--- src/ltw_pkg.sv ---
// Constants and types shared by the lite timebase, watchdog and capture block.
`default_nettype none
package ltw_pkg;
	// Register indices; byte address on the bus is four times the index.
	localparam logic [7:0] CSR_IDX = 8'h0b;
	localparam logic [7:0] CAP_IDX = 8'h0c;
	localparam logic [7:0] CSR_ADDR = {CSR_IDX[5:0], 2'b00};
	localparam logic [7:0] CAP_ADDR = {CAP_IDX[5:0], 2'b00};
	// Control/status bit positions.
	localparam int B_CAP_IE = 7;
	localparam int B_CAP_FLAG = 6;
	localparam int B_PERIOD = 5;
	localparam int B_TICK_IE = 4;
	localparam int B_TICK_FLAG = 3;
	localparam int B_FORCE = 2;
	localparam int B_DOG_EN = 1;
	localparam int B_DELAY = 0;
	// Reset values.
	localparam logic [7:0] CAP_RESET = 8'h00;
	localparam logic CAP_FLAG_RESET = 1'b0;
	// Prescaler and counter.
	localparam int PRESC_DIV = 32;
	localparam logic [4:0] PRESC_LAST = 5'(PRESC_DIV - 1);
	localparam logic [7:0] CNT_TOP = 8'hf9;
	localparam int OVF_OSC_PERIODS = PRESC_DIV * (int'(CNT_TOP) + 1);
	localparam int TICK_SHORT = 8000;
	localparam int TICK_LONG = 16000;
	// Watchdog period in ms at the reference oscillator rate, as overflows.
	localparam int DOG_PERIOD_MS = 2;
	localparam int OSC_REF_KHZ = 8000;
	localparam int DOG_OSC_PERIODS = DOG_PERIOD_MS * OSC_REF_KHZ;
	localparam int DOG_OVF = DOG_OSC_PERIODS / OVF_OSC_PERIODS;
	// Delay after a wake from halt, in core clocks.
	localparam int WAKE_CLOCKS = 256;
	localparam logic [7:0] WAKE_LAST = 8'(WAKE_CLOCKS - 1);
	// Low power mode codes on the mode input.
	localparam logic [1:0] LP_ACTIVE = 2'h0;
	localparam logic [1:0] LP_WAIT = 2'h1;
	localparam logic [1:0] LP_AHALT = 2'h3;
	// Halt state machine, Gray coded along run, halt, wake.
	typedef enum logic [1:0]
	{
		ST_RUN = 2'b00,
		ST_HALT = 2'b01,
		ST_WAKE = 2'b11
	} ltw_state_t;
endpackage
`default_nettype wire

--- src/ltw_top.sv ---
// Lite timer: hidden timebase counter, watchdog, input capture and APB registers.
//
// The APB interface to the registers was chosen for this implementation.
`default_nettype none
module ltw_top #(
	parameter int ADDR_W = 8
) (
	input wire logic pclk,
	input wire logic presetn,
	input wire logic lvd_rst_n,
	input wire logic psel,
	input wire logic penable,
	input wire logic pwrite,
	input wire logic [ADDR_W-1:0] paddr,
	input wire logic [31:0] pwdata,
	output logic [31:0] prdata,
	output logic pready,
	output logic pslverr,
	input wire logic capture_pin,
	input wire logic hw_dog_option,
	input wire logic halt_reset_option,
	input wire logic halt_req,
	input wire logic ext_wake,
	input wire logic [1:0] power_mode,
	input wire logic global_irq_mask,
	output logic tick_irq,
	output logic capture_irq,
	output logic wake_req,
	output logic dog_reset,
	output logic osc_run
);
	// Address decode shared by the read mux and the access side effects.
	function automatic logic addr_is(input logic [ADDR_W-1:0] a, input logic [7:0] ref_a);
		addr_is = (a == ADDR_W'(ref_a));
	endfunction

	logic [4:0] presc_q;
	logic [7:0] cnt_q;
	logic ovf_ph_q;
	logic tick_flag_q;
	logic tick_ie_q;
	logic period_q;
	logic cap_ie_q;
	logic cap_flag_q;
	logic [7:0] cap_q;
	logic dog_en_q;
	logic delay_q;
	logic force_q;
	logic expired_q;
	logic csr_seen_q;
	logic [7:0] wake_cnt_q;
	logic [2:0] pin_q;
	logic pready_q;
	logic pslverr_q;
	logic [31:0] prdata_q;
	logic tick_irq_q;
	logic cap_irq_q;
	logic wake_q;
	logic dog_reset_q;
	ltw_pkg::ltw_state_t st_q;
	logic running;
	logic presc_tick;
	logic ovf;
	logic tick;
	logic period_end;
	logic dog_active;
	logic dog_fire;
	logic done;
	logic wr_csr;
	logic rd_csr;
	logic rd_cap;
	logic cap_edge;
	logic cap_take;
	logic [7:0] csr_val;

	// Access completes on the edge where the slave's ready is seen.
	assign done = psel && penable && pready_q;
	assign wr_csr = done && pwrite && addr_is(paddr, ltw_pkg::CSR_ADDR);
	assign rd_csr = done && !pwrite && addr_is(paddr, ltw_pkg::CSR_ADDR);
	assign rd_cap = done && !pwrite && addr_is(paddr, ltw_pkg::CAP_ADDR);

	// Timer only advances in the run state, so halt freezes it.
	assign running = (st_q == ltw_pkg::ST_RUN);
	assign presc_tick = running && (presc_q == ltw_pkg::PRESC_LAST);
	assign ovf = presc_tick && (cnt_q == ltw_pkg::CNT_TOP);
	assign tick = ovf && (!period_q || ovf_ph_q);
	// Two overflows make one watchdog period.
	assign period_end = ovf && (ovf_ph_q == 1'(ltw_pkg::DOG_OVF - 1));
	assign dog_active = hw_dog_option || dog_en_q;
	assign dog_fire = dog_active && (expired_q || force_q || (halt_req && halt_reset_option));

	assign csr_val = {cap_ie_q, cap_flag_q, period_q, tick_ie_q, tick_flag_q, force_q,
		dog_en_q, delay_q};

	// Capture pin passes two flops before the edge detector looks at it.
	always_ff @(posedge pclk or negedge presetn)
	begin
		if (!presetn)
			pin_q <= 3'h0;
		else
			pin_q <= {pin_q[1:0], capture_pin};
	end
	assign cap_edge = pin_q[2] ^ pin_q[1];
	assign cap_take = cap_edge && (!cap_flag_q || rd_cap);

	always_ff @(posedge pclk or negedge presetn)
	begin
		if (!presetn)
			presc_q <= 5'h00;
		else if (running)
			presc_q <= presc_q + 5'h01;
	end

	always_ff @(posedge pclk or negedge presetn)
	begin
		if (!presetn)
			cnt_q <= 8'h00;
		else if (ovf)
			cnt_q <= 8'h00;
		else if (presc_tick)
			cnt_q <= cnt_q + 8'h01;
	end

	// Overflow phase serves both the long tick and the watchdog period.
	always_ff @(posedge pclk or negedge presetn)
	begin
		if (!presetn)
			ovf_ph_q <= 1'b0;
		else if (ovf)
			ovf_ph_q <= !ovf_ph_q;
	end

	// Software control bits of the control/status register.
	always_ff @(posedge pclk or negedge presetn)
	begin
		if (!presetn)
		begin
			cap_ie_q <= 1'b0;
			period_q <= 1'b0;
			tick_ie_q <= 1'b0;
			dog_en_q <= 1'b0;
		end
		else if (wr_csr)
		begin
			cap_ie_q <= pwdata[ltw_pkg::B_CAP_IE];
			period_q <= pwdata[ltw_pkg::B_PERIOD];
			tick_ie_q <= pwdata[ltw_pkg::B_TICK_IE];
			dog_en_q <= pwdata[ltw_pkg::B_DOG_EN];
		end
	end

	always_ff @(posedge pclk or negedge presetn)
	begin
		if (!presetn)
			tick_flag_q <= 1'b0;
		else if (tick)
			tick_flag_q <= 1'b1;
		else if (rd_csr && prdata_q[ltw_pkg::B_TICK_FLAG]) // A tick unseen by the read survives.
			tick_flag_q <= 1'b0;
	end

	always_ff @(posedge pclk or negedge presetn)
	begin
		if (!presetn)
		begin
			cap_flag_q <= ltw_pkg::CAP_FLAG_RESET;
			cap_q <= ltw_pkg::CAP_RESET;
		end
		else if (cap_take)
		begin
			cap_flag_q <= 1'b1;
			cap_q <= cnt_q;
		end
		else if (rd_cap)
			cap_flag_q <= 1'b0;
	end

	// delay set by software, cleared at period end; a set wins.
	always_ff @(posedge pclk or negedge presetn)
	begin
		if (!presetn)
			delay_q <= 1'b0;
		else if (wr_csr && pwdata[ltw_pkg::B_DELAY])
			delay_q <= 1'b1;
		else if (period_end)
			delay_q <= 1'b0;
	end

	// period counted even while disabled; a missed refresh is remembered.
	always_ff @(posedge pclk or negedge presetn)
	begin
		if (!presetn)
			expired_q <= 1'b0;
		else if (period_end && !delay_q)
			expired_q <= 1'b1;
	end

	// Software may clear the force bit only after reading the status register.
	always_ff @(posedge pclk or negedge presetn)
	begin
		if (!presetn)
			csr_seen_q <= 1'b0;
		else if (rd_csr)
			csr_seen_q <= 1'b1;
		else if (wr_csr)
			csr_seen_q <= 1'b0;
	end

	always_ff @(posedge pclk or negedge lvd_rst_n)
	begin
		if (!lvd_rst_n)
			force_q <= 1'b0;
		else if (dog_fire || (wr_csr && pwdata[ltw_pkg::B_FORCE]))
			force_q <= 1'b1;
		else if (wr_csr && csr_seen_q)
			force_q <= 1'b0;
	end

	// device reset held until the system reset answers it.
	always_ff @(posedge pclk or negedge presetn)
	begin
		if (!presetn)
			dog_reset_q <= 1'b0;
		else if (dog_fire)
			dog_reset_q <= 1'b1;
	end

	always_ff @(posedge pclk or negedge presetn)
	begin
		if (!presetn)
			st_q <= ltw_pkg::ST_RUN;
		else
		begin
			case (st_q)
				ltw_pkg::ST_RUN:
					if (halt_req && !(halt_reset_option && dog_active))
						st_q <= ltw_pkg::ST_HALT;
				ltw_pkg::ST_HALT:
					if (ext_wake)
						st_q <= ltw_pkg::ST_WAKE;
				ltw_pkg::ST_WAKE:
					if (wake_cnt_q == ltw_pkg::WAKE_LAST)
						st_q <= ltw_pkg::ST_RUN;
				default:
					st_q <= ltw_pkg::ST_RUN;
			endcase
		end
	end

	// Wake delay counter runs only between the wake and the resume.
	always_ff @(posedge pclk or negedge presetn)
	begin
		if (!presetn)
			wake_cnt_q <= 8'h00;
		else if (st_q == ltw_pkg::ST_WAKE)
			wake_cnt_q <= wake_cnt_q + 8'h01;
		else
			wake_cnt_q <= 8'h00;
	end

	always_ff @(posedge pclk or negedge presetn)
	begin
		if (!presetn)
		begin
			tick_irq_q <= 1'b0;
			cap_irq_q <= 1'b0;
			wake_q <= 1'b0;
		end
		else
		begin
			tick_irq_q <= tick_flag_q && tick_ie_q && !global_irq_mask;
			cap_irq_q <= cap_flag_q && cap_ie_q && !global_irq_mask;
			wake_q <= (tick_flag_q && tick_ie_q &&
				(power_mode == ltw_pkg::LP_WAIT || power_mode == ltw_pkg::LP_AHALT)) ||
				(cap_flag_q && cap_ie_q && power_mode == ltw_pkg::LP_WAIT);
		end
	end

	// APB slave with one wait state; data sampled before any clear-on-read.
	// old value returned
	always_ff @(posedge pclk or negedge presetn)
	begin
		if (!presetn)
		begin
			pready_q <= 1'b0;
			pslverr_q <= 1'b0;
			prdata_q <= 32'h0000_0000;
		end
		else if (psel && penable && !pready_q)
		begin
			pready_q <= 1'b1;
			pslverr_q <= !(addr_is(paddr, ltw_pkg::CSR_ADDR) ||
				addr_is(paddr, ltw_pkg::CAP_ADDR));
			if (pwrite)
				prdata_q <= 32'h0000_0000;
			else if (addr_is(paddr, ltw_pkg::CSR_ADDR))
				prdata_q <= {24'h00_0000, csr_val};
			else if (addr_is(paddr, ltw_pkg::CAP_ADDR))
				prdata_q <= {24'h00_0000, cap_q};
			else
				prdata_q <= 32'h0000_0000;
		end
		else
		begin
			pready_q <= 1'b0;
			pslverr_q <= 1'b0;
		end
	end

	assign prdata = prdata_q;
	assign pready = pready_q;
	assign pslverr = pslverr_q;
	assign tick_irq = tick_irq_q;
	assign capture_irq = cap_irq_q;
	assign wake_req = wake_q;
	assign dog_reset = dog_reset_q;
	// The oscillator is reported stopped while halted and through the wake delay.
	assign osc_run = running;
endmodule
`default_nettype wire

--- config.mk ---
export PLATFORM = sky130hd
export DESIGN_NAME = ltw_top
export DESIGN_NICKNAME = d
export VERILOG_FILES = /design/src/ltw_pkg.sv /design/src/ltw_top.sv
export SDC_FILE = /design/constraint.sdc
export NUM_CORES = 1
export LEC_CHECK = 0
export ABC_AREA = 1
export BUFFER_PORTS_ARGS = -buffer_cell sky130_fd_sc_hd__buf_2
export CORE_MARGIN = 2
export CORE_UTILIZATION = 39
export CTS_BUF_LIST = sky130_fd_sc_hd__clkbuf_8
export CTS_CLUSTER_SIZE = 30
export DETAILED_ROUTE_END_ITERATION = 12
export MAX_ROUTING_LAYER = met4
export PLACE_DENSITY = 0.62
export SETUP_SLACK_MARGIN = 0.15
export SLEW_MARGIN = 20
export SYNTH_ARGS = -nofsm -noshare
export SYNTH_HDL_FRONTEND = slang
export SYNTH_SLANG_ARGS = --single-unit
--- constraint.sdc ---
create_clock -name pclk -period 2.5 [get_ports pclk]
set_input_delay 0 -clock pclk [delete_from_list [all_inputs] [get_ports pclk]]
set_output_delay 0 -clock pclk [all_outputs]
set_load 0.03 [all_outputs]
* After elaboration in Yosys (flattened, before gate mapping)
Index checks and enable logic that the tools add are counted.
Storage, ports and cells: word-level logic and storage cells 116, output and inout port bits 39, flip-flop bits (word level) 83, bits of input ports 54
Cells by class: mux-type cells 22, bitwise gates (word level) 1, reductions and logical operators 54, equality and inequality tests 12, add/subtract/negate cells 3
Operators with widths (number):
- two-way mux 8 bit | 6
- logical AND 1 bit | 28
- adder 8 x 1 -> 8 bit, second input constant | 2
- equality test 8 x 6 -> 1 bit, second input constant | 2
- equality test 8 bit, second input constant | 2
- two-way mux 1 bit | 12
- nonzero test 2 bit | 6
- zero test 1 bit | 9
- logical OR 1 bit | 9
- two-way mux 2 bit | 3
- one-hot mux 2 bit (3 select lines) | 1
- adder 5 x 1 -> 5 bit, second input constant | 1
- equality test 5 bit, second input constant | 1
- equality test 2 x 1 -> 1 bit, second input constant | 2
- equality test 2 bit, second input constant | 2
- inequality test 2 bit, second input constant | 2
- AND reduction 3 bit | 1
- zero test 2 bit | 1
- inequality test 2 x 1 -> 1 bit, second input constant | 1
- XOR 1 bit | 1

* Logic depth before layout (Yosys ltp)
depth in word-level cells 7, gate-level depth with buffers 11, gate-level depth less buffers 10

* Worst setup path after synthesis
OpenSTA, ideal clock, no wires.
path kind register -> register, from register presc_q[0], to register ovf_ph_q, data required time 2.375 ns, slack 1.042 ns, data arrival time 1.333 ns, cell stages (with the launch flop) 10, path buffers 1, library setup time 0.125 ns, cells stage by stage dfrtp_1 -> ha_1 -> nand2_1 -> nor2_1 -> ha_1 -> nand2_4 -> inv_2 -> buf_6 -> nand3_1 -> xor2_1
Between the ends: longest elaborated chain between the ends 3
Ends and longest elaborated chain:
- from (decl) | RTL line ltw_top.sv:37 | logic [4:0] presc_q;
- from (signal assigned) | RTL line ltw_top.sv:111 | presc_q <= presc_q + 5'h01;
- equality test 5 bit | RTL line ltw_top.sv:84 | assign presc_tick = running && (presc_q == ltw_pkg::PRESC_LAST);
- logical AND 1 bit | RTL line ltw_top.sv:84
- logical AND 1 bit | RTL line ltw_top.sv:85 | assign ovf = presc_tick && (cnt_q == ltw_pkg::CNT_TOP);
- to (signal assigned) | RTL line ltw_top.sv:130 | ovf_ph_q <= !ovf_ph_q;
- to (decl) | RTL line ltw_top.sv:39 | logic ovf_ph_q;
Every way passes these cells. A chain may end at the register's enable or synchronous reset.

* Worst setup path in the final report
from register pready_q (netlist: pready), to register force_q
Between the ends: longest elaborated chain between the ends 6, elaborated cells between the ends (all ways) 8
Ends and longest elaborated chain:
- from (decl) | RTL line ltw_top.sv:53 | logic pready_q;
- from (signal assigned) | RTL line ltw_top.sv:285 | pready_q <= 1'b0;
- from (signal assigned) | RTL line ltw_top.sv:291 | pready_q <= 1'b1;
- from (signal assigned) | RTL line ltw_top.sv:305 | pready_q <= 1'b0;
- logical AND 1 bit * | RTL line ltw_top.sv:77 | assign done = psel && penable && pready_q;
- logical AND 1 bit * (2 in series) | RTL line ltw_top.sv:78 | assign wr_csr = done && pwrite && addr_is(paddr, ltw_pkg::CSR_ADDR);
- logical AND 1 bit | RTL line ltw_top.sv:213 | else if (dog_fire || (wr_csr && pwdata[ltw_pkg::B_FORCE]))
- logical OR 1 bit | RTL line ltw_top.sv:213
- two-way mux 1 bit / nonzero test 2 bit (equally long branches)
- to (signal assigned) | RTL line ltw_top.sv:212 | force_q <= 1'b0;
- to (signal assigned) | RTL line ltw_top.sv:214 | force_q <= 1'b1;
- to (signal assigned) | RTL line ltw_top.sv:216 | force_q <= 1'b0;
- to (decl) | RTL line ltw_top.sv:48 | logic force_q;
Mark *: on every way between the ends. The rest lies on a longest branch, timed or not.

==> flow_summary.json <==
{
  "status": "completed",
  "ys_warn_count": 0,
  "fin_worst_skew_ns": 0.00880,
  "gp_congestion": 0.791,
  "holdWs_ns": 0.0938,
  "synth_fa_ha_area_frac": 0.0218,
  "muxShareOfSynthArea": 0,
  "dp_slack_ns": 0.732,
  "grt_first_pass_wirelength_um": 9830,
  "dieArea_um2": 8080,
  "layout_commonest_cell": "nand2_1",
  "multi_input_area_um2": 1180,
  "drc": 0,
  "timing.critical_path.mode_cell": "nand3_1",
  "arrival_ns": 2.09,
  "die_h_um": 89.9,
  "hold_viol": 0,
  "grt_max_degree": 45,
  "cts_buffers": 9,
  "tns_ns": 0,
  "synthSimpleGateAreaFrac": 0.299,
  "layout_common_cells": "nand2_1 (122), dfrtp_1 (59), buf_2 (42)",
  "rsz0062_at_grt": "no",
  "wl_per_cell_um": 10.6,
  "clkTransAtPathRegs_ns": 0.07,
  "seq_area_frac_synth": 0.513,
  "first_global_vias": 2221,
  "netlist_instances": 346,
  "fin_cells": 523,
  "die_x_um": 89.9,
  "fin_ws_ns": 0.617,
  "seqCellArea_um2": 1480,
  "cp-end-kind": "register",
  "root_buffer": "clkbuf_8",
  "finalSetupViolCount": 0,
  "coreArea_um2": 7210,
  "power.total_mw": 2.29,
  "worst-setup-path-type": "register to register",
  "critPathMaxFanout": 8,
  "avgSynthCellArea_um2": 8.31,
  "track_usage": 0.153,
  "report.final.slew_viol_count": 0,
  "portBuffers": 42,
  "yosysUniqueCellTypes": 25,
  "synth_seq_cells": 59,
  "avgViaCountPerCell": 4.43,
  "worstPathCellList": "nand3_1, nor2_1, nand3_1, nand2_1, nand3_1, dlygate4sd3_1",
  "relSlewSlack": 0.484,
  "required_ns": 2.71,
  "drt_pass1_iterations": 4,
  "leakage_nw": 1.90,
  "syn-cell-area_um2": 2880,
  "overflow": 0,
  "cpMaxStageDelayCell": "dlygate4sd3_1",
  "max_slew.worst_pin.slew_ns": 0.772,
  "num_rows": 31,
  "clock_latency_ns": 0.33,
  "start_util": 0.399,
  "cap_violations": 0,
  "nFillCells": 709,
  "num_vias": 2316,
  "synth_top_family_by_area": "simple AND/OR/NAND/NOR gates",
  "cts_resized": 0,
  "h-tree-depth": 3,
  "cts.sinks": 59,
  "ios": 93,
  "cpPeakStageDelay_ns": 0.56,
  "clockBufferDepth": 2,
  "wl_um": 5540,
  "antenna_cells": 0,
  "cts_tree": "yes",
  "drive_above_1_share": 0.165,
  "drtIter0Drc": 95,
  "hold_class": "primary input to register",
  "synth_compound_area_frac": 0.0396,
  "vdd_drop_max_v": 0.000468,
  "ant_nets": 0,
  "dp_hpwl_um": 3940,
  "start_kind": "register",
  "synthXorXnorAreaFrac": 0.0183,
  "finalNetCount": 478,
  "antenna_found_initial": 0,
  "period_share": 0.753,
  "fmax_mhz": 531,
  "syn2layout_area_growth_pct": 22.7,
  "power.density_nw_per_um2": 650,
  "place_inst": 486,
  "period_minus_slack_ns": 1.88
}
-- worst max-delay path: cells and delay by family, from the launching register on --
kind | cells | cell delay (ns)
simple gates | 5 | 0.85
buf+inv | 1 | 0.56
flops | 1 | 0.36
-- per-layer routing --
metal / global-route usage / part of all wire
met1: 0.178 / 0.45
met2: 0.250 / 0.49
met3: 0.0528 / 0.049
met4: 0.0538 / 0.014
met5: - / 0
-- power by group --
group	switching (mW)	leakage [nW]	internal (mW)
combinational	0.216	1.03	0.123
sequential	0.0701	0.769	1.04
clock	0.364	0.101	0.478
total	0.650	1.90	1.64
-- cells in the mapped netlist --
master | instances | area [um2]
a21oi_1 | 9 | 45.0
a31oi_1 | 1 | 6.26
and2_1 | 2 | 12.5
buf_4 | 25 | 188
buf_6 | 1 | 11.3
conb_1 | 1 | 3.75
dfrtp_1 | 59 | 1480
ha_1 | 5 | 62.6
inv_1 | 27 | 101
inv_2 | 2 | 7.51
nand2_1 | 122 | 458
nand2_2 | 2 | 12.5
nand2_4 | 3 | 33.8
nand3_1 | 25 | 125
nand3_2 | 1 | 10.0
nand4_1 | 3 | 18.8
nor2_1 | 29 | 109
nor2_4 | 3 | 33.8
nor3_1 | 9 | 45.0
o211a_1 | 1 | 10.0
o21ai_0 | 8 | 40.0
o21ai_1 | 1 | 5.00
o21bai_1 | 1 | 7.51
xnor2_1 | 1 | 8.76
xor2_1 | 5 | 43.8
-- flip-flops by register name, indices dropped and copies added, names as in the netlist, 2 cells and up --
name        cells
presc_q         5
cnt_q           8
prdata          8
cap_q           8
wake_cnt_q      8
pin_q           3
st_q            2
-- through the flow --
stage	instance area (um2)	util
floorplan	2960	-
global placement	3110	0.431
detailed placement	3110	0.431
CTS	3510	0.486
global route	3530	0.489
finish	3530	0.489
-- worst paths after layout --
path / from / endpoint / slack [ns] / cells past startpoint
max: pready$_DFF_PN0_ / force_q$_DFFE_PN0P_ / 0.62 / 6
min: halt_reset_option / dog_reset$_DFFE_PN0P_ / 0.09 / 5
max reg2reg: pready$_DFF_PN0_ / force_q$_DFFE_PN0P_ / 0.62 / 6
min reg2reg: pin_q[0]$_DFF_PN0_ / pin_q[1]$_DFF_PN0_ / 0.35 / 0
max in group asynchronous: presetn / expired_q$_DFFE_PN0P_ / 1.73 / 4
min in group asynchronous: presetn / wake_cnt_q[6]$_DFF_PN0_ / 0.11 / 2
-- logic make-up after synthesis --
family	after synthesis
AND/OR/NAND/NOR	199
AO/OA/AOI/OAI	21
XOR/XNOR	6
flip-flops	59
other	1
buffers and inverters	55
adder cells (fa/ha/maj)	5
-- cell type report --
class / count / area share
clock buffer: 10 / 0.0390
timing repair buffer: 65 / 0.126
multi-input combinational: 255 / 0.334
sequential: 59 / 0.419
inverter: 29 / 0.0309
tap: 99 / 0.0351
clock inverter: 6 / 0.0163
-- timing repair --
action                    CTS  global route
hold buffers               20             0
buffers inserted            0             0
hold endpoints to repair   58             0
Power figures use the tool's default switching activity.
